===== config.mk =====
export PLATFORM = sky130hd
export DESIGN_NAME = ushp_serial_host_port
export DESIGN_NICKNAME = d
export VERILOG_FILES = /design/src/core/ushp_pkg.sv /design/src/core/ushp_serial_host_port.sv
export SDC_FILE = /design/constraint.sdc
export NUM_CORES = 1
export LEC_CHECK = 0
export ABC_CLOCK_PERIOD_IN_PS = 2900
export BUFFER_PORTS_ARGS = -buffer_cell sky130_fd_sc_hd__buf_2
export CAP_MARGIN = 30
export CORE_UTILIZATION = 55
export CTS_BUF_LIST = sky130_fd_sc_hd__clkbuf_4
export CTS_CLUSTER_DIAMETER = 150
export DETAILED_ROUTE_END_ITERATION = 16
export PLACE_DENSITY = 0.77
export SYNTH_ARGS = -nofsm -noshare
export SYNTH_HDL_FRONTEND = slang
export SYNTH_SLANG_ARGS = --single-unit

===== constraint.sdc =====
create_clock -name clk_sys_i -period 2.9 [get_ports clk_sys_i]
set_input_delay 0.29 -clock clk_sys_i [delete_from_list [all_inputs] [get_ports clk_sys_i]]
set_output_delay 0.29 -clock clk_sys_i [all_outputs]
set_load 0.01 [all_outputs]

===== src/core/ushp_pkg.sv =====
// Package with constants, state type and reset value of the serial host port.
// Summary of operation
// - A select pin chooses I2C slave or SPI slave operation.
// - I2C runs at Standard-mode 100 kbps and Fast-mode 400 kbps.
// - Each byte written to the device, except a refused transmit FIFO write, is acknowledged by pulling SDA low.
// - A write to a full transmit FIFO is answered with no acknowledge.
// - Address is 0110 plus three bits decoded from two four-level straps.
// - Address byte bit 0 is the direction, high read, low write.
// - Sub-address bits 6:3 register, bits 2:1 channel, 00 only valid.
// - SPI uses clock, active-low select, slave out, slave in, up to 5 Mbps.
// - First SPI byte: bit 7 direction, 6:3 register, 2:1 channel.
// - A reset pulse over 40 ns returns registers and outputs to defaults.
// - Transmit interrupt pin follows holding register or trigger level normally.
// - In line direction mode it goes low on empty transmitter, and with FIFOs enabled also below the transmit trigger level.
// - Receive interrupt pin follows held data or the receive trigger level.
package ushp_pkg;

  localparam logic [3:0] I2C_ADDR_PREFIX  = 4'h6;
  localparam logic [3:0] REG_ADDR_THR     = 4'h0;
  localparam logic [1:0] CHAN_VALID       = 2'h0;
  localparam logic [7:0] READ_FILL        = 8'hFF;
  localparam logic [2:0] LAST_BIT         = 3'h7;
  localparam logic [1:0] STRAP_VCC        = 2'h0;
  localparam logic [1:0] STRAP_GND        = 2'h1;
  localparam logic [1:0] STRAP_SCL        = 2'h2;
  localparam logic [1:0] STRAP_SDA        = 2'h3;
  localparam int         CLK_PERIOD_NS    = 10;
  localparam int         RESET_PULSE_NS   = 40;
  localparam int         RESET_PULSE_CYC  = (RESET_PULSE_NS + CLK_PERIOD_NS - 1) / CLK_PERIOD_NS;
  localparam int         I2C_FAST_KBPS    = 400;
  localparam int         SPI_MAX_KBPS     = 5000;

  typedef enum logic [3:0] {
    PH_IDLE, PH_DEVADDR, PH_SUBADDR, PH_WDATA, PH_RDATA, PH_RD_MACK,
    PH_RD_NEXT, PH_IGNORE, PH_SPI_CMD, PH_SPI_DATA
  } ushp_phase_t;

  typedef struct packed {
    logic [1:0]  scl_s;
    logic [1:0]  sda_s;
    logic [1:0]  cs_s;
    logic [1:0]  si_s;
    logic [1:0]  sel_s;
    logic [1:0]  sh_s;
    logic [1:0]  sl_s;
    logic [1:0]  live;
    logic        scl_d;
    logic        sda_d;
    logic        cs_d;
    logic [1:0]  sh_diff;
    logic [1:0]  sl_diff;
    ushp_phase_t ph;
    logic [2:0]  bitcnt;
    logic [7:0]  shreg;
    logic [7:0]  txreg;
    logic [7:0]  wdata;
    logic [3:0]  raddr;
    logic        chan_ok;
    logic        rd;
    logic        in_ack;
    logic        ack_drv;
    logic        do_ack;
    logic        sda_drv;
    logic        so;
    logic        wr_pulse;
    logic        rd_pulse;
    logic        irq_tx_n;
    logic        irq_rx_n;
  } ushp_state_t;

  localparam ushp_state_t STATE_RST = '{
    scl_s: 2'h3, sda_s: 2'h3, cs_s: 2'h3, si_s: 2'h0, sel_s: 2'h0, sh_s: 2'h3,
    sl_s: 2'h3, live: 2'h0, scl_d: 1'b1, sda_d: 1'b1, cs_d: 1'b1, sh_diff: 2'h0,
    sl_diff: 2'h0, ph: PH_IDLE, bitcnt: 3'h0, shreg: 8'h00, txreg: 8'h00,
    wdata: 8'h00, raddr: 4'h0, chan_ok: 1'b0, rd: 1'b0, in_ack: 1'b0,
    ack_drv: 1'b0, do_ack: 1'b0, sda_drv: 1'b0, so: 1'b0, wr_pulse: 1'b0,
    rd_pulse: 1'b0, irq_tx_n: 1'b0, irq_rx_n: 1'b1};

endpackage


===== src/core/ushp_serial_host_port.sv =====
// Selectable I2C or SPI slave host port with interrupt pin levels.
`timescale 1ns/1ps
module ushp_serial_host_port
  import ushp_pkg::*;
(
  // Clock and reset.
  input  wire logic       clk_sys_i,
  input  wire logic       rst_n_i,
  // Interface select and address straps.
  input  wire logic       i2c_spi_n_sel_i,
  input  wire logic       address_strap_high_i,
  input  wire logic       address_strap_low_i,
  // Serial pins.
  input  wire logic       scl_i,
  input  wire logic       sda_i,
  output logic            sda_o,
  output logic            sda_oe_o,
  input  wire logic       cs_n_i,
  input  wire logic       si_i,
  output logic            so_o,
  // Register access towards the UART core.
  output logic [3:0]      reg_addr_o,
  output logic [7:0]      reg_wdata_o,
  output logic            reg_wr_o,
  output logic            reg_rd_o,
  input  wire logic [7:0] reg_rdata_i,
  input  wire logic       tx_fifo_full_i,
  // Interrupt pin conditions.
  input  wire logic       fifo_enable_i,
  input  wire logic       auto_line_direction_mode_i,
  input  wire logic       thr_full_i,
  input  wire logic       tx_above_trigger_i,
  input  wire logic       transmitter_empty_i,
  input  wire logic       rx_data_held_i,
  input  wire logic       rx_above_trigger_i,
  output logic            irq_tx_n_o,
  output logic            irq_rx_n_o
);

  ushp_state_t q;
  ushp_state_t d;

  logic       sel;
  logic       scl;
  logic       sda;
  logic       cs;
  logic       din;
  logic       scl_rise;
  logic       scl_fall;
  logic       i2c_start;
  logic       i2c_stop;
  logic       refuse;
  logic [7:0] byte_in;
  logic [1:0] hi_code;
  logic [1:0] lo_code;
  logic [6:0] dev_addr;

  function automatic logic [1:0] strap_code(input logic lvl, input logic [1:0] diff);
    logic [1:0] code;
    code = lvl ? STRAP_VCC : STRAP_GND;
    if (!diff[0]) begin
      code = STRAP_SCL;
    end else if (!diff[1]) begin
      code = STRAP_SDA;
    end
    return code;
  endfunction

  assign sel       = q.sel_s[1];
  assign scl       = q.scl_s[1];
  assign sda       = q.sda_s[1];
  assign cs        = q.cs_s[1];
  assign din       = sel ? sda : q.si_s[1];
  assign scl_rise  = scl && !q.scl_d;
  assign scl_fall  = !scl && q.scl_d;
  assign i2c_start = scl && q.scl_d && q.sda_d && !sda;
  assign i2c_stop  = scl && q.scl_d && !q.sda_d && sda;
  assign byte_in   = {q.shreg[6:0], din};
  assign refuse    = (q.raddr == REG_ADDR_THR) && tx_fifo_full_i;
  assign hi_code   = strap_code(q.sh_s[1], q.sh_diff);
  assign lo_code   = strap_code(q.sl_s[1], q.sl_diff);
  assign dev_addr  = {I2C_ADDR_PREFIX, hi_code[0], lo_code};

  always_comb begin
    d = q;
    d.scl_s    = {q.scl_s[0], scl_i};
    d.sda_s    = {q.sda_s[0], sda_i};
    d.cs_s     = {q.cs_s[0], cs_n_i};
    d.si_s     = {q.si_s[0], si_i};
    d.sel_s    = {q.sel_s[0], i2c_spi_n_sel_i};
    d.sh_s     = {q.sh_s[0], address_strap_high_i};
    d.sl_s     = {q.sl_s[0], address_strap_low_i};
    d.live     = {q.live[0], 1'b1};
    d.scl_d    = scl;
    d.sda_d    = sda;
    d.cs_d     = cs;
    d.wr_pulse = 1'b0;
    d.rd_pulse = 1'b0;
    // A strap that ever differs from SCL or SDA is not tied to it.
    if (q.live[1] && sel) begin
      d.sh_diff = q.sh_diff | {q.sh_s[1] != sda, q.sh_s[1] != scl};
      d.sl_diff = q.sl_diff | {q.sl_s[1] != sda, q.sl_s[1] != scl};
    end
    if (q.rd_pulse) begin
      d.txreg = q.chan_ok ? reg_rdata_i : READ_FILL;
    end
    if (auto_line_direction_mode_i) begin
      d.irq_tx_n = fifo_enable_i ? (tx_above_trigger_i && !transmitter_empty_i)
                                 : !transmitter_empty_i;
    end else begin
      d.irq_tx_n = fifo_enable_i ? tx_above_trigger_i : thr_full_i;
    end
    d.irq_rx_n = fifo_enable_i ? !rx_above_trigger_i : !rx_data_held_i;
    if (sel) begin
      if (i2c_start) begin
        d.ph      = PH_DEVADDR;
        d.bitcnt  = 3'h0;
        d.in_ack  = 1'b0;
        d.ack_drv = 1'b0;
        d.sda_drv = 1'b0;
      end else if (i2c_stop) begin
        d.ph      = PH_IDLE;
        d.in_ack  = 1'b0;
        d.ack_drv = 1'b0;
        d.sda_drv = 1'b0;
      end else if (q.in_ack) begin
        if (scl_fall && !q.ack_drv) begin
          d.sda_drv = q.do_ack;
          d.ack_drv = 1'b1;
        end else if (scl_fall) begin
          d.sda_drv = (q.ph == PH_RDATA) && !q.txreg[7];
          d.in_ack  = 1'b0;
          d.ack_drv = 1'b0;
          d.bitcnt  = 3'h0;
        end
      end else begin
        case (q.ph)
          PH_DEVADDR, PH_SUBADDR, PH_WDATA: begin
            if (scl_rise) begin
              d.shreg  = byte_in;
              d.bitcnt = q.bitcnt + 3'h1;
              if (q.bitcnt == LAST_BIT) begin
                d.in_ack = 1'b1;
                d.do_ack = 1'b1;
                case (q.ph)
                  PH_DEVADDR: begin
                    if (byte_in[7:1] == dev_addr) begin
                      d.rd       = byte_in[0];
                      d.rd_pulse = byte_in[0];
                      d.ph       = byte_in[0] ? PH_RDATA : PH_SUBADDR;
                    end else begin
                      d.in_ack = 1'b0;
                      d.ph     = PH_IGNORE;
                    end
                  end
                  PH_SUBADDR: begin
                    d.raddr   = byte_in[6:3];
                    d.chan_ok = byte_in[2:1] == CHAN_VALID;
                    d.ph      = PH_WDATA;
                  end
                  default: begin
                    d.do_ack   = !refuse;
                    d.wr_pulse = q.chan_ok && !refuse;
                    d.wdata    = byte_in;
                  end
                endcase
              end
            end
          end
          PH_RDATA: begin
            if (scl_rise) begin
              d.bitcnt = q.bitcnt + 3'h1;
              if (q.bitcnt == LAST_BIT) begin
                d.ph = PH_RD_MACK;
              end
            end else if (scl_fall && q.bitcnt != 3'h0) begin
              d.txreg   = {q.txreg[6:0], 1'b1};
              d.sda_drv = !q.txreg[6];
            end
          end
          PH_RD_MACK: begin
            if (scl_fall) begin
              d.sda_drv = 1'b0;
            end else if (scl_rise) begin
              d.rd_pulse = !sda;
              d.ph       = sda ? PH_IGNORE : PH_RD_NEXT;
            end
          end
          PH_RD_NEXT: begin
            if (scl_fall) begin
              d.sda_drv = !q.txreg[7];
              d.bitcnt  = 3'h0;
              d.ph      = PH_RDATA;
            end
          end
          default: begin
          end
        endcase
      end
    end else begin
      d.sda_drv = 1'b0;
      d.in_ack  = 1'b0;
      d.ack_drv = 1'b0;
      if (cs) begin
        d.ph     = PH_IDLE;
        d.bitcnt = 3'h0;
      end else if (q.cs_d) begin
        d.ph     = PH_SPI_CMD;
        d.bitcnt = 3'h0;
      end else if (scl_rise && (q.ph == PH_SPI_CMD || q.ph == PH_SPI_DATA)) begin
        d.shreg  = byte_in;
        d.bitcnt = q.bitcnt + 3'h1;
        if (q.bitcnt == LAST_BIT) begin
          if (q.ph == PH_SPI_CMD) begin
            d.rd       = byte_in[7];
            d.raddr    = byte_in[6:3];
            d.chan_ok  = byte_in[2:1] == CHAN_VALID;
            d.rd_pulse = byte_in[7];
            d.ph       = PH_SPI_DATA;
          end else if (q.rd) begin
            d.rd_pulse = 1'b1;
          end else begin
            d.wr_pulse = q.chan_ok && !refuse;
            d.wdata    = byte_in;
          end
        end
      end else if (scl_fall && q.ph == PH_SPI_DATA && q.rd && q.bitcnt != 3'h0) begin
        d.txreg = {q.txreg[6:0], 1'b1};
      end
    end
    d.so = !sel && d.ph == PH_SPI_DATA && d.rd && d.txreg[7];
  end

  always_ff @(posedge clk_sys_i) begin
    if (!rst_n_i) begin
      q <= STATE_RST;
    end else begin
      q <= d;
    end
  end

  assign sda_o       = 1'b0;
  assign sda_oe_o    = q.sda_drv && sel;
  assign so_o        = q.so;
  assign reg_addr_o  = q.raddr;
  assign reg_wdata_o = q.wdata;
  assign reg_wr_o    = q.wr_pulse;
  assign reg_rd_o    = q.rd_pulse;
  assign irq_tx_n_o  = q.irq_tx_n;
  assign irq_rx_n_o  = q.irq_rx_n;
endmodule // ushp_serial_host_port


Yosys cells after proc, flatten, opt, wreduce, memory -nomap -nowiden. Index checks and enable logic that the tools add are counted.

Register bits: 68. Output and inout bits: 19. Word-level logic and storage cells: 243.

$add $sub $neg: 1. Equality and inequality tests: 39. Muxes and demuxes: 111. Bitwise operators: 7. Reduce and logical (&&, ||, !) cells: 54.

Operator list (count): two-way mux 30 bit (4); two-way mux 8 bit (11); two-way mux 15 bit (5); two-way mux 54 bit (1); two-way mux 1 bit (44); two-way mux 39 bit (1); two-way mux 4 bit (9); two-way mux 7 bit (5); two-way mux 33 bit (1); two-way mux 2 bit (16); two-way mux 14 bit (2); logical AND 1 bit (22); one-hot mux 4 bit (4 select lines) (1); AND reduction 8 bit (2); two-way mux 3 bit (5); inequality test 3 bit, second input constant (5); AND reduction 13 bit (1); equality test 4 x 3 -> 1 bit, second input constant (3); equality test 4 bit, second input constant (3); logical NOT 1 bit (12); inequality test 2 bit, second input constant (6); AND reduction 12 bit (1); inequality test 2 x 1 -> 1 bit, second input constant (5); inequality test 5 bit, second input constant (2); 31 further kinds (45).

Logic depth before layout (Yosys ltp).
Depth in word-level cells: 18. Depth in mapped cells: 8.

Least setup slack after synthesis. Ideal clock, no wire load.

Path type: register -> register. Start: register q[60] in the netlist's numbering. End: register q, in the netlist so_o. Data arrival time: 2.329 ns. Path slack: 0.479 ns. Stages on the path, launching flop included: 8. Period minus slack after synthesis: 2.421 ns. Cells stage by stage: dfxtp_1 > clkbuf_1 > or3_1 > nor4_1 > o211ai_4 > mux2i_1 > or4b_1 > nor4bb_1.

Cells in the longest elaborated chain, start to end: 15. Elaborated cells on any way between the ends: 24. Classes of those cells: 1 x eq/ne; 19 x mux; 4 x reduce/logical.

RTL lines: from (decl) (line ushp_serial_host_port.sv:40) `ushp_state_t q;`; from (signal assigned) (line ushp_serial_host_port.sv:236) `q <= STATE_RST;`; from (signal assigned) (line ushp_serial_host_port.sv:238) `q <= d;`; two-way mux 1 bit (line ushp_serial_host_port.sv:73) `assign din = sel ? sda : q.si_s[1];`; two-way mux 3 bit (line ushp_serial_host_port.sv:150) `d.ph = byte_in[0] ? PH_RDATA : PH_SUBADDR;`; two-way mux 3 bit (line ushp_serial_host_port.sv:147) `if (byte_in[7:1] == dev_addr) begin`; one-hot mux 4 bit (2 select lines) (line ushp_serial_host_port.sv:145) `case (q.ph)`; two-way mux 4 bit (line ushp_serial_host_port.sv:142) `if (q.bitcnt == LAST_BIT) begin`; two-way mux 15 bit (line ushp_serial_host_port.sv:139) `if (scl_rise) begin`; one-hot mux 4 bit (4 select lines) (line ushp_serial_host_port.sv:137) `case (q.ph)`; two-way mux 4 bit (line ushp_serial_host_port.sv:126) `end else if (q.in_ack) begin`; two-way mux 4 bit (line ushp_serial_host_port.sv:121) `end else if (i2c_stop) begin`; two-way mux 7 bit (line ushp_serial_host_port.sv:115) `if (i2c_start) begin`; two-way mux 39 bit (line ushp_serial_host_port.sv:114) `if (sel) begin`; equality test 4 bit (line ushp_serial_host_port.sv:231) `d.so = !sel && d.ph == PH_SPI_DATA && d.rd && d.txreg[7];`; logical AND 1 bit (2 in a row) (line ushp_serial_host_port.sv:231); logical AND 1 bit (*) (line ushp_serial_host_port.sv:231).

Mark *: on every way between the ends. The rest lies on a longest branch, timed or not. The select of a mux whose other input is x is not followed. A chain may end at the register's enable or synchronous reset.

Worst setup path after layout.
Start: register q[45] in the netlist's numbering. End: register q, in the netlist so_o.

Cells in the longest elaborated chain, start to end: 13. Elaborated cells on any way between the ends: 51. Classes of those cells: 9 x eq/ne; 33 x mux; 9 x reduce/logical.

RTL lines (line): equality test 4 x 2 -> 1 bit / equality test 4 x 1 -> 1 bit (equally long branches) (ushp_serial_host_port.sv:137, ushp_serial_host_port.sv:145); one-hot mux 4 bit (2 select lines) (ushp_serial_host_port.sv:145); two-way mux 4 bit (ushp_serial_host_port.sv:142); two-way mux 15 bit (ushp_serial_host_port.sv:139); one-hot mux 4 bit (4 select lines) (ushp_serial_host_port.sv:137); two-way mux 4 bit (ushp_serial_host_port.sv:126); two-way mux 4 bit (ushp_serial_host_port.sv:121); two-way mux 7 bit (ushp_serial_host_port.sv:115); two-way mux 39 bit (*) (ushp_serial_host_port.sv:114); equality test 4 bit (ushp_serial_host_port.sv:231); logical AND 1 bit (2 in a row) (ushp_serial_host_port.sv:231); logical AND 1 bit (*) (ushp_serial_host_port.sv:231).

Marks and branches as above.

==> Flow_metrics.wiki <==
{| class="wikitable"
! Metric !! Value
|-
| Core area || 5640 um^2
|-
| Sequential fraction of the synthesis area || 0.411
|-
| HP Class || in -> reg
|-
| Peak VDD IR || around 0.58 mV
|-
| Number of enable-type register cells in the synthesized netlist || 0
|-
| Setup crit start kind || flip-flop
|-
| Fraction of synthesis flops using an asynchronous set or reset pin || 0
|-
| Gpl congestion || 0.950
|-
| Vias in the first global route || 2718
|-
| Initial antenna violation count || 0
|-
| Worst hold stages || 2
|-
| Critical path fanouts, max || 12
|-
| Number of different library cells in the post-synthesis netlist || 63
|-
| Number of top-level pins || 44
|-
| Number of buffers on the longest clock path || 2
|-
| Maximum clock rate || 0.366 GHz
|-
| Count of mapped cells out of synthesis || 368
|-
| Delay contributed by the slowest stage of the critical path || 540 ps
|-
| Total number of nets in the final design || about 430
|-
| Cell occurring most often along the worst timing path || or4b_1
|-
| Cell area after technology mapping || 3310 um^2
|-
| Layout overhead on the synthesized area || 13.0%
|-
| Run status || completed
|-
| Critical Setup Path Class || reg -> reg
|-
| Number of rows in the core area || 27
|-
| Die span in x || just under 80 um
|-
| Shortest clock period the worst path allows after layout || about 2700 ps
|-
| Detail Placement HPWL || about 5700 um
|-
| Total gr overflow || 0
|-
| Fraction of post-synthesis cell area in the top cell type by area || 0.411
|-
| Post-CTS repair timing setup buffer count || 0
|-
| Power density over the cells || just under 500 nW/um^2
|-
| Number of nets produced by synthesis || just under 400
|-
| Worst r2r path cells || 7
|-
| Arrival time of data at the critical path endpoint || ~3100 ps
|-
| Count of pins over their slew limit || 0
|-
| Detailed-routing iteration count for the pre-antenna-repair pass || 5
|-
| Antenna diode count || 0
|-
| Pin count of the biggest net entering global routing || 42
|-
| Number of design rule violations left after detail routing || 0
|-
| Maximum Capacitance Violations || 0
|-
| Drt wl/cell || around 16 um
|-
| Clock tree from TritonCTS || yes
|-
| Global-route total usage across every layer || 0.271
|-
| Main flop type after synthesis || dfxtp_1
|-
| Share of post-route cells with drive strength above 1 || 0.207
|-
| Clock transition at the registers of the reported paths || 110 ps
|-
| Sort of element at the end of the critical path || flip-flop
|-
| Avg Vias per Cell || a little under 6
|-
| Chip height || roughly 80 um
|-
| Post-route worst hold slack || 67.8 ps
|-
| Number of buffers added to fix hold violations after cts || 0
|-
| Starting density of the core || 0.586
|-
| Number of setup violations in the final report || 0
|-
| Tightest Pin Transition || ~560 ps
|-
| Unrepaired setup endpoints after global routing || no
|-
| Setup total negative slack || 0 ps
|-
| Worst-path cell with the longest stage delay || or4b_1
|-
| Most frequent cell after synthesis || dfxtp_1
|-
| Worst relative slew slack || 0.625
|-
| H-tree depth || 3
|-
| Final Cycle Share || 0.943
|-
| Maximum clock skew at final layout || just under 20 ps
|-
| Average instance area after synthesis || around 9 um^2
|-
| Ys Warns || 0
|-
| WP data required || about 3200 ps
|-
| Wirelength, routed || ~7800 um
|-
| DRC violation total after the first TritonRoute iteration || 291
|-
| Root buffer cell || clkbuf_4
|-
| I/O Buffers || 42
|-
| Clock tree sinks || about 70
|-
| Total die area || approximately 6300 um^2
|-
| Top cells by instance count after synthesis || 68 x dfxtp_1, 51 x nor2_1, 27 x mux2i_1
|-
| Library cell with the largest summed area after synthesis || dfxtp_1
|-
| Residual antenna-violating net count after detailed routing || 0
|-
| List of cells traversed by the critical path || buf_4, or4b_1, a311oi_2, o211ai_4, mux2i_1, or4b_1, nor4bb_1
|-
| Leakage power total || 1.46 nW
|-
| Final hold violation count || 0
|-
| Post-cts sizing count || 0
|-
| Number of buffers created by CTS || 9
|-
| Total vias in the final route || 2807
|-
| Clock latency at the later pin of the worst-skew pair || ~400 ps
|-
| Wire length of the first global-routing pass || between 10000 and 15000 um
|-
| Total of flip-flops plus latches after synthesis || slightly below 70
|-
| Cell types occupying the most area after synthesis || dfxtp_1 41%, mux2i_1 8.2%, nor2_1 5.8%
|}
-- report_power, final --
group          switching, mW  internal [mW]
registers             0.0106          0.949
logic                 0.0574         0.0449
clock network          0.342          0.448
total                  0.410           1.44
-- metal layers --
| layer | GRT usage | wire length, um | part of all wire | vias to the layer above |
|---|---|---|---|---|
| met4 | 0.140 | 200 | 0.026 | 0 |
| li1 | - | - | - | 1371 |
| met2 | 0.440 | 3740 | 0.48 | 99 |
| met5 | 0 | 0 | 0 | - |
| met1 | 0.333 | 3490 | 0.45 | 1320 |
| met3 | 0.0617 | 395 | 0.050 | 17 |
-- cell families (layout without fill, tap and decap cells) --
logic type,Yosys count,count (layout),synth area share
flip-flops,68,68,0.411
XOR/XNOR,9,9,0.0295
AND/OR/NAND/NOR,143,143,0.227
multiplexers,30,30,0.0919
other,1,1,0.00113
AO/OA/AOI/OAI,74,74,0.164
buffers and inverters,40,82,0.0635
adder cells (fa/ha/maj),3,3,0.0113
-- per-stage QoR --
| stage | total power [mW] | cell area [um^2] | utilization | cells | setup WS, ps |
|---|---|---|---|---|---|
| after floorplan | 1.04 | 3310 | - | 368 | 479 |
| after global placement | 1.08 | 3550 | 0.630 | 466 | 276 |
| after detailed placement | 1.08 | 3550 | 0.630 | 466 | 217 |
| after CTS | 1.87 | 3740 | 0.663 | 482 | 153 |
| after global routing | 1.93 | 3740 | 0.663 | 482 | 6.39 |
| final | 1.85 | 3740 | 0.663 | 482 | 166 |
-- worst paths after layout --
path,startpoint,endpoint,slack (ps)
worst max-delay path,q[45],so_o,170
worst min-delay path,scl_i,d[68],70
worst min register to register,d[58],q[58],410
worst max register to register,q[45],so_o,170
-- cells in the final DEF, fill, tap and decap left out, drive strengths merged, types with 6 or more instances in the layout --
cell type  Yosys  layout
dfxtp         68      68
buf           18      59
nor2          51      51
mux2i         27      27
nand2b        21      21
a21oi         16      16
nand2         14      14
o21ai         11      11
a31oi         10      10
clkbuf        15      10
nor3           8       8
nor2b          8       8
inv            7       8
and2           8       8
nand3          7       7
o22a           6       6
xor2           6       6
-- worst max-delay path: cells and delay by family (launching register included) --
family          cells  cell delay (ps)
mux                 1              200
simple gates        3             1350
flops               1              350
compound gates      2              560
buf+inv             1              180
-- flip-flops by register name (all words and copies together) (netlist names) --
| register | count |
|---|---|
| reg_wdata_o | 8 |
| cs | 1 |
| d | 10 |
| irq_rx_n_o | 1 |
| byte_in | 7 |
| q | 33 |
| reg_wr_o | 1 |
| irq_tx_n_o | 1 |
| reg_addr_o | 4 |
| reg_rd_o | 1 |
| so_o | 1 |
-- final cells by class --
cell class | count | area (um^2)
fill | 486 | 1900
multi-input combinational | 260 | 1740
sequential | 68 | 1360
timing repair buffer | 59 | 338
clock inverter | 6 | 111
tap | 72 | 90.1
clock buffer | 10 | 75.1
inverter | 7 | 26.3
Power figures use the tool's default switching activity.
